**src/verilog/ctl_input_pkg.sv**
```systemverilog
// constants for the isolated control input decoder
package ctl_input_pkg;
    localparam int NUM_INPUTS = 13;
    localparam int NUM_ZONES = 5;
    localparam int JUDGE_W = 13;
    // input bit positions, pins are active low (shorted to common_return)
    localparam int IN_BACKLIGHT = 0;
    localparam int IN_TOUCH_LOCK = 1;
    localparam int IN_RESTART = 2;
    localparam int IN_JOB1 = 3;
    localparam int IN_JOB8 = 6;
    localparam int IN_ZONE = 7;
    localparam int IN_CLEAR = 8;
    localparam int IN_MASK = 9;
    localparam int IN_RUN = 10;
    localparam int IN_DISP_ZERO = 11;
    localparam int IN_DIG_ZERO = 12;
    // register byte offsets
    localparam logic [7:0] OFS_CFG = 8'h00;
    localparam logic [7:0] OFS_CMD = 8'h04;
    localparam logic [7:0] OFS_STATUS = 8'h08;
    localparam logic [7:0] OFS_SW_JOB = 8'h0C;
    localparam logic [7:0] OFS_SW_ZONE = 8'h10;
    // configuration fields
    localparam int CFG_JOB_EXT = 0;
    localparam int CFG_ZONE_EXT = 1;
    localparam int CFG_BEGIN_EXT = 2;
    localparam int CFG_END_EXT = 3;
    localparam int CFG_LEVEL = 4;
    localparam int CFG_ZEN_LO = 8;
    localparam int CFG_ZEN_HI = 12;
    localparam logic [12:0] CFG_RESET = 13'h1F00;
    // command bits (write only, self clearing)
    localparam int CMD_START = 0;
    localparam int CMD_STOP = 1;
    localparam int CMD_CLEAR = 2;
    // status fields
    localparam int ST_RUN = 16;
    localparam int ST_JOB_LO = 17;
    localparam int ST_ZONE_LO = 22;
    localparam int ST_CONT = 25;
    localparam logic [2:0] ZONE_FIRST = 3'h1;
    // debounce time
    localparam int CLK_PERIOD_NS = 100;
    localparam int DEBOUNCE_NS = 1000000;
    localparam int DEBOUNCE_CYCLES = (DEBOUNCE_NS + CLK_PERIOD_NS - 1) / CLK_PERIOD_NS;
endpackage
```
**src/verilog/control_input_decoder.sv**
```systemverilog
// isolated control input decoder: sync, debounce, command decode, register port
//
// Added by the designer: the strobed register port and the register addresses.
`timescale 1ns/1ns
module control_input_decoder #(
    parameter int DEB_CYCLES = ctl_input_pkg::DEBOUNCE_CYCLES,
    parameter int CNT_W = 16
) (
    input wire logic core_clk,
    input wire logic nrst,
    input wire logic [ctl_input_pkg::NUM_INPUTS-1:0] ext_in_n,
    input wire logic backlight_req,
    input wire logic touch_valid,
    input wire logic [ctl_input_pkg::JUDGE_W-1:0] judge_raw,
    input wire logic [7:0] addr,
    input wire logic [31:0] wr_data,
    input wire logic wr_en,
    input wire logic rd_en,
    output logic [31:0] rd_data,
    output logic backlight_on,
    output logic touch_pass,
    output logic restart_req,
    output logic [4:0] job_number,
    output logic [2:0] zone_number,
    output logic clear_results,
    output logic judge_continuous,
    output logic [ctl_input_pkg::JUDGE_W-1:0] judge_out,
    output logic measure_run,
    output logic disp_zero,
    output logic digital_zero
);
    localparam int N = ctl_input_pkg::NUM_INPUTS;
    localparam int NZ = ctl_input_pkg::NUM_ZONES;

    // next enabled zone after cur, wrapping; stays put if none enabled
    function automatic logic [2:0] next_zone(input logic [2:0] cur, input logic [NZ-1:0] en);
        logic [2:0] z;
        logic [2:0] res;
        logic found;
        z = cur;
        res = cur;
        found = 1'b0;
        for (int k = 0; k < NZ; k++) begin
            z = (z >= 3'(NZ)) ? ctl_input_pkg::ZONE_FIRST : 3'(z + 3'h1);
            if (!found && en[z - 3'h1]) begin
                res = z;
                found = 1'b1;
            end
        end
        return res;
    endfunction

    // synchroniser and debounce
    logic [N-1:0] s1_q, s2_q, deb_q, deb_d, prev_q;
    logic [CNT_W-1:0] cnt_q [N];
    logic [CNT_W-1:0] cnt_d [N];
    logic [N-1:0] rise, fall;

    always_comb begin
        deb_d = deb_q;
        for (int i = 0; i < N; i++) begin
            cnt_d[i] = '0;
            // pin low means shorted to common_return, i.e. ON
            if (~s2_q[i] != deb_q[i]) begin
                if (cnt_q[i] >= CNT_W'(DEB_CYCLES - 1)) begin
                    deb_d[i] = ~s2_q[i];
                end else begin
                    cnt_d[i] = CNT_W'(cnt_q[i] + 1'b1);
                end
            end
        end
    end

    always_ff @(posedge core_clk) begin
        if (!nrst) begin
            s1_q <= '1;
            s2_q <= '1;
            deb_q <= '0;
            prev_q <= '0;
            for (int i = 0; i < N; i++) begin
                cnt_q[i] <= '0;
            end
        end else begin
            s1_q <= ext_in_n;
            s2_q <= s1_q;
            deb_q <= deb_d;
            prev_q <= deb_q;
            cnt_q <= cnt_d;
        end
    end

    assign rise = deb_q & ~prev_q;
    assign fall = ~deb_q & prev_q;

    // register port
    logic [12:0] cfg_q, cfg_d;
    logic [3:0] sw_job_q, sw_job_d;
    logic [2:0] sw_zone_q, sw_zone_d;
    logic [2:0] cmd_q, cmd_d;
    logic [31:0] rd_data_q, rd_data_d;
    logic [31:0] status;
    logic run_q, run_d;
    logic [4:0] job_q, job_d;
    logic [2:0] zone_q, zone_d;
    logic cont_q, cont_d;

    always_comb begin
        status = '0;
        status[N-1:0] = deb_q;
        status[ctl_input_pkg::ST_RUN] = run_q;
        status[ctl_input_pkg::ST_JOB_LO +: 5] = job_q;
        status[ctl_input_pkg::ST_ZONE_LO +: 3] = zone_q;
        status[ctl_input_pkg::ST_CONT] = cont_q;
        cfg_d = cfg_q;
        sw_job_d = sw_job_q;
        sw_zone_d = sw_zone_q;
        cmd_d = '0;
        rd_data_d = '0;
        if (wr_en) begin
            case (addr)
                ctl_input_pkg::OFS_CFG: cfg_d = wr_data[12:0];
                ctl_input_pkg::OFS_CMD: cmd_d = wr_data[2:0];
                ctl_input_pkg::OFS_SW_JOB: sw_job_d = wr_data[3:0];
                ctl_input_pkg::OFS_SW_ZONE: sw_zone_d = wr_data[2:0];
                default: cmd_d = '0;
            endcase
        end
        if (rd_en) begin
            case (addr)
                ctl_input_pkg::OFS_CFG: rd_data_d = {19'h0, cfg_q};
                ctl_input_pkg::OFS_STATUS: rd_data_d = status;
                ctl_input_pkg::OFS_SW_JOB: rd_data_d = {28'h0, sw_job_q};
                ctl_input_pkg::OFS_SW_ZONE: rd_data_d = {29'h0, sw_zone_q};
                default: rd_data_d = '0;
            endcase
        end
    end

    always_ff @(posedge core_clk) begin
        if (!nrst) begin
            cfg_q <= ctl_input_pkg::CFG_RESET;
            sw_job_q <= '0;
            sw_zone_q <= ctl_input_pkg::ZONE_FIRST;
            cmd_q <= '0;
            rd_data_q <= '0;
        end else begin
            cfg_q <= cfg_d;
            sw_job_q <= sw_job_d;
            sw_zone_q <= sw_zone_d;
            cmd_q <= cmd_d;
            rd_data_q <= rd_data_d;
        end
    end

    // command decode
    logic bl_q, bl_d, tp_q, tp_d, rst_q, rst_d, clr_q, clr_d, dz_q, dz_d, dg_q, dg_d;
    logic [ctl_input_pkg::JUDGE_W-1:0] jo_q, jo_d;
    logic clr_evt, begin_ext, end_ext, start_evt, stop_evt;
    logic [NZ-1:0] zone_en;

    assign begin_ext = cfg_q[ctl_input_pkg::CFG_BEGIN_EXT];
    assign end_ext = cfg_q[ctl_input_pkg::CFG_END_EXT];
    assign zone_en = cfg_q[ctl_input_pkg::CFG_ZEN_HI:ctl_input_pkg::CFG_ZEN_LO];
    assign clr_evt = rise[ctl_input_pkg::IN_CLEAR] | cmd_q[ctl_input_pkg::CMD_CLEAR];

    always_comb begin
        start_evt = cmd_q[ctl_input_pkg::CMD_START] & ~begin_ext;
        stop_evt = cmd_q[ctl_input_pkg::CMD_STOP] & ~end_ext;
        if (cfg_q[ctl_input_pkg::CFG_LEVEL]) begin
            start_evt = start_evt | (rise[ctl_input_pkg::IN_RUN] & begin_ext);
            stop_evt = stop_evt | (fall[ctl_input_pkg::IN_RUN] & end_ext);
        end else begin
            start_evt = start_evt | (rise[ctl_input_pkg::IN_RUN] & ~run_q & begin_ext);
            stop_evt = stop_evt | (rise[ctl_input_pkg::IN_RUN] & run_q & end_ext);
        end
        // stop wins so a conflicting pair never leaves the run flag ambiguous
        run_d = stop_evt ? 1'b0 : (start_evt ? 1'b1 : run_q);
        bl_d = backlight_req | deb_q[ctl_input_pkg::IN_BACKLIGHT];
        tp_d = touch_valid & ~deb_q[ctl_input_pkg::IN_TOUCH_LOCK];
        rst_d = rise[ctl_input_pkg::IN_RESTART];
        if (cfg_q[ctl_input_pkg::CFG_JOB_EXT]) begin
            job_d = 5'({1'b0, deb_q[ctl_input_pkg::IN_JOB8:ctl_input_pkg::IN_JOB1]} + 5'h01);
        end else begin
            job_d = 5'({1'b0, sw_job_q} + 5'h01);
        end
        zone_d = zone_q;
        if (cfg_q[ctl_input_pkg::CFG_ZONE_EXT]) begin
            if (rise[ctl_input_pkg::IN_ZONE]) begin
                zone_d = next_zone(zone_q, zone_en);
            end
        end else begin
            zone_d = sw_zone_q;
        end
        clr_d = clr_evt;
        // continuous judgment runs from a clear until the next measurement start
        cont_d = clr_evt ? 1'b1 : (start_evt ? 1'b0 : cont_q);
        jo_d = (clr_evt || deb_q[ctl_input_pkg::IN_MASK]) ? '0 : judge_raw;
        dz_d = rise[ctl_input_pkg::IN_DISP_ZERO];
        dg_d = rise[ctl_input_pkg::IN_DIG_ZERO];
    end

    always_ff @(posedge core_clk) begin
        if (!nrst) begin
            run_q <= 1'b0;
            bl_q <= 1'b0;
            tp_q <= 1'b0;
            rst_q <= 1'b0;
            job_q <= 5'h01;
            zone_q <= ctl_input_pkg::ZONE_FIRST;
            clr_q <= 1'b0;
            cont_q <= 1'b0;
            jo_q <= '0;
            dz_q <= 1'b0;
            dg_q <= 1'b0;
        end else begin
            run_q <= run_d;
            bl_q <= bl_d;
            tp_q <= tp_d;
            rst_q <= rst_d;
            job_q <= job_d;
            zone_q <= zone_d;
            clr_q <= clr_d;
            cont_q <= cont_d;
            jo_q <= jo_d;
            dz_q <= dz_d;
            dg_q <= dg_d;
        end
    end

    assign rd_data = rd_data_q;
    assign backlight_on = bl_q;
    assign touch_pass = tp_q;
    assign restart_req = rst_q;
    assign job_number = job_q;
    assign zone_number = zone_q;
    assign clear_results = clr_q;
    assign judge_continuous = cont_q;
    assign judge_out = jo_q;
    assign measure_run = run_q;
    assign disp_zero = dz_q;
    assign digital_zero = dg_q;
endmodule

```
**config.mk**
```make
export PLATFORM = sky130hd
export DESIGN_NAME = control_input_decoder
export DESIGN_NICKNAME = d
export VERILOG_FILES = /design/src/verilog/ctl_input_pkg.sv /design/src/verilog/control_input_decoder.sv
export SDC_FILE = /design/constraint.sdc
export NUM_CORES = 1
export LEC_CHECK = 0
export BUFFER_PORTS_ARGS = -buffer_cell sky130_fd_sc_hd__buf_2
export CAP_MARGIN = 5
export CORE_ASPECT_RATIO = 1.2
export CORE_MARGIN = 2
export CORE_UTILIZATION = 40
export CTS_CLUSTER_DIAMETER = 50
export CTS_CLUSTER_SIZE = 20
export DETAILED_ROUTE_END_ITERATION = 16
export PLACE_DENSITY = 0.7
export SETUP_SLACK_MARGIN = 0.4
export SYNTH_ARGS = -nofsm -noshare
export SYNTH_HDL_FRONTEND = slang
export SYNTH_SLANG_ARGS = --single-unit
```
**constraint.sdc**
```tcl
create_clock -name core_clk -period 9.79 [get_ports core_clk]
set_input_delay 1.4685 -clock core_clk [delete_from_list [all_inputs] [get_ports core_clk]]
set_output_delay 1.4685 -clock core_clk [all_outputs]
set_load 0.005 [all_outputs]
```
==> summary.txt <==
Detailed routing
  – DR vias/cell: 4.96
  – Pre-Repair DR Iteration Count: 5
  – DR DRC count: 0
  – Initial DRC Count: 484
  – Final WL: 26.3 mm
  – Wire per inst: about 13 um
  – DR vias: 9931
  – Post-route ant nets: 0

Floorplanning
  – DIE AREA: between 30000 and 40000 um^2
  – Initial Util: 40.4%
  – Core Footprint: 32900 um^2
  – Die Ht: 204 um
  – Die W: 170 um
  – Cell Rows: 73
  – IO Count: 133

Worst setup path
  – Flop2flop setup slack: around 4.5 ns
  – CP max-delay cell: dfxtp_1
  – Setup CP Type: flop to flop
  – CP peak stage delay: 0.70 ns
  – WP data arrival: 5.74 ns
  – Worst Path Buf+Inv: 2
  – CP max FO: 17
  – Crit. End Element: flop
  – Worst Path Required: 10.23 ns
  – Cell family with most CP delay: compound AO/OA/AOI/OAI gates
  – Critical-path cell list: inv_1 -> ha_1 -> or3b_1 -> a211oi_1 -> nor2_1 -> inv_1 -> ha_1 -> o21ai_0 -> ha_1 -> o311ai_1 -> ha_1 -> a2111oi_0 -> a311oi_1 -> o311ai_0 -> mux2_2 -> and3_1 -> o2111ai_1 -> o2111ai_1
  – Type of origin of the critical path: flop
  – CP dominant cell by count: ha_1

Clock tree
  – Clock transition at path regs: 0.07 ns
  – TritonCTS Buffers: 28
  – Setup Buffers After CTS: 0
  – Clock buffer depth: 3
  – # clock sinks: between 300 and 400
  – Clock Latency Late Sink: 0.57 ns
  – CTS resizes: 0
  – CTS tree: done
  – Root Driver: clkbuf_16
  – CTS Hold Bufs: 0
  – H-tree Lvls: 1

Yosys
  – Mapped cell area: 13300 um^2
  – Number of synthesized flops with an enable pin: 0
  – Synth top area cells: dfxtp_1 49%, nor2_1 7.7%, xnor2_1 6.5%
  – Share of the synthesized area in the top cell type: approximately 50%
  – Mean Syn Cell Area: 9.14 um^2
  – Most numerous cell in the Yosys netlist: dfxtp_1
  – Post-synth top area cell: dfxtp_1
  – Cells after Synth: between 1000 and 1500
  – Synth cell count leaders: 328 x dfxtp_1, 272 x nor2_1, 109 x nand2_1
  – Synth warnings: 0
  – Flops & latches, synth: 328
  – Ys async rst share: 0%
  – Main synth FF type: dfxtp_1
  – Yosys cell types: 79
  – Register area share after synthesis: 49.5%

Place
  – DP Wirelength: roughly 19 mm
  – Number of port buffers: 104
  – Gpl congestion: 0.839

Global route
  – Antenna violations before repair: 2
  – First-pass GRT wire length: 43.8 mm
  – Largest net degree at the start of global routing: 87
  – Number of global-route vias before repair: 9464
  – Grt ovf: 0
  – Total global-route track usage: 15.1%

Cells and area
  – Multi-input logic area: 6420 um^2
  – Filler instances: 3099
  – Syn-to-layout area delta: 14.3%
  – Reg area: 6570 um^2
  – Fin nets: 1665
  – Share of cells above drive strength 1: 11.8%

Timing
  – Hold Worst Slack: ~0.38 ns
  – Crit path time final: 5.30 ns
  – Worst slew pin tran: 0.990 ns
  – Worst Clk Skew: 0.0159 ns
  – Crit share post-route: 54.1%
  – Slew margin rel.: 33.7%
  – Fmax achieved: 189 MHz
  – RSZ-0062 raised after global routing: no
  – Setup TNS: 0 ns
  – Final setup vio count: 0
  – Final slew viol count: 0
  – Final hold vios: 0

Power
  – Peak VDD IR: around 0.00013 V
  – Leakage: ~5.7 nW
  – Pwr/cell area: 168 nW/um^2

Job
  – Max_cap viols: 0

Min path
  – Min-Delay Path Class: flop to flop

Status
  – Status: finished, final reports clean
[cell type report]
cell class	count	share of cell area, %
Inverter	42	1.04
Clock buffer	30	4.73
Antenna cell	1	0.0165
Timing Repair Buffer	106	3.55
Tap cell	412	3.40
Sequential cell	328	43.3
Clock inverter	22	1.69
Multi-Input combinational cell	1063	42.3
[power by group]
group	switching [mW]	internal [mW]	total, mW
Sequential	0.00942	1.35	1.36
Combinational	0.0304	0.0259	0.0563
Clock	0.557	0.570	1.13
Total	0.597	1.95	2.54
[final timing paths]
kind / end / from / cells past startpoint
hold / removal: disp_zero / prev_q[11] / 1
setup reg to reg: zone_number[0] / zone_number[1] / 18
setup / recovery: zone_number[0] / zone_number[1] / 18
hold reg to reg: disp_zero / prev_q[11] / 1
[worst reg2reg max path, stage by stage (launching register included)]
cell	delay, ns
dfxtp_1	0.70
inv_1	0.27
ha_1	0.37
or3b_1	0.47
a211oi_1	0.23
nor2_1	0.11
inv_1	0.10
ha_1	0.25
o21ai_0	0.16
ha_1	0.37
o311ai_1	0.21
ha_1	0.32
a2111oi_0	0.43
a311oi_1	0.09
o311ai_0	0.13
mux2_2	0.43
and3_1	0.20
o2111ai_1	0.17
o2111ai_1	0.14
[cell usage in the layout (no fill, tap or decap), drive strengths merged, types with 5 or more instances in the layout]
cell type	count
a21oi	19
and3	50
nand2b	30
clkinv	11
xnor2	99
xor2	64
o311ai	5
conb	35
nor2	273
nor3	9
nand3	82
o31ai	6
clkbuf	30
dfxtp	328
buf	106
inv	49
nand2	110
a22oi	10
nor4	10
nand4	21
or4	9
o21ai	17
a31oi	11
o211a	5
a211oi	9
ha	24
o2111ai	6
or2	5
a21boi	15
mux2i	12
and2	45
nor2b	17
[cell families after synthesis]
family,Yosys count,share of synthesized area (%)
simple gates,679,24.5
mux,18,1.72
xor+xnor,163,10.8
buf+inv,95,3.17
fa+ha+maj,24,2.26
other cells,1,0.0283
compound gates,144,8.03
flops,328,49.5
[sequential cells by signal (all words and copies together), names as in the netlist]
| name | cells |
|---|---|
| backlight_on | 1 |
| cfg_q | 13 |
| judge_continuous | 1 |
| s2_q | 13 |
| judge_out | 13 |
| s1_q | 13 |
| cmd_q | 3 |
| job_number | 5 |
| restart_req | 1 |
| deb_q | 13 |
| sw_zone_q | 3 |
| rd_data | 23 |
| zone_number | 3 |
| sw_job_q | 4 |
| digital_zero | 1 |
| prev_q | 6 |
| touch_pass | 1 |
| disp_zero | 1 |
| clear_results | 1 |
| measure_run | 1 |
| cnt_q | 208 |
[per-stage QoR]
step	cell area, um^2	setup slack, ns	utilization (%)	total power, mW	std cells
after CTS	15200	4.50	46.1	2.58	2003
final	15200	4.49	46.1	2.54	2004
after global placement	14200	4.59	43.2	1.45	1951
after detailed placement	14200	4.51	43.2	1.45	1951
after floorplan	13400	5.36	-	1.43	1486
after global routing	15200	3.97	46.1	2.64	2004
[metal layers]
| layer | vias up | wire, um | GRT usage [%] |
|---|---|---|---|
| li1 | 5078 | - | - |
| met1 | 4641 | 11800 | 18.9 |
| met2 | 160 | 12500 | 25.8 |
| met3 | 50 | 1030 | 2.33 |
| met4 | 2 | 905 | 6.38 |
| met5 | - | 13 | 0 |
Power figures use the tool's default switching activity.
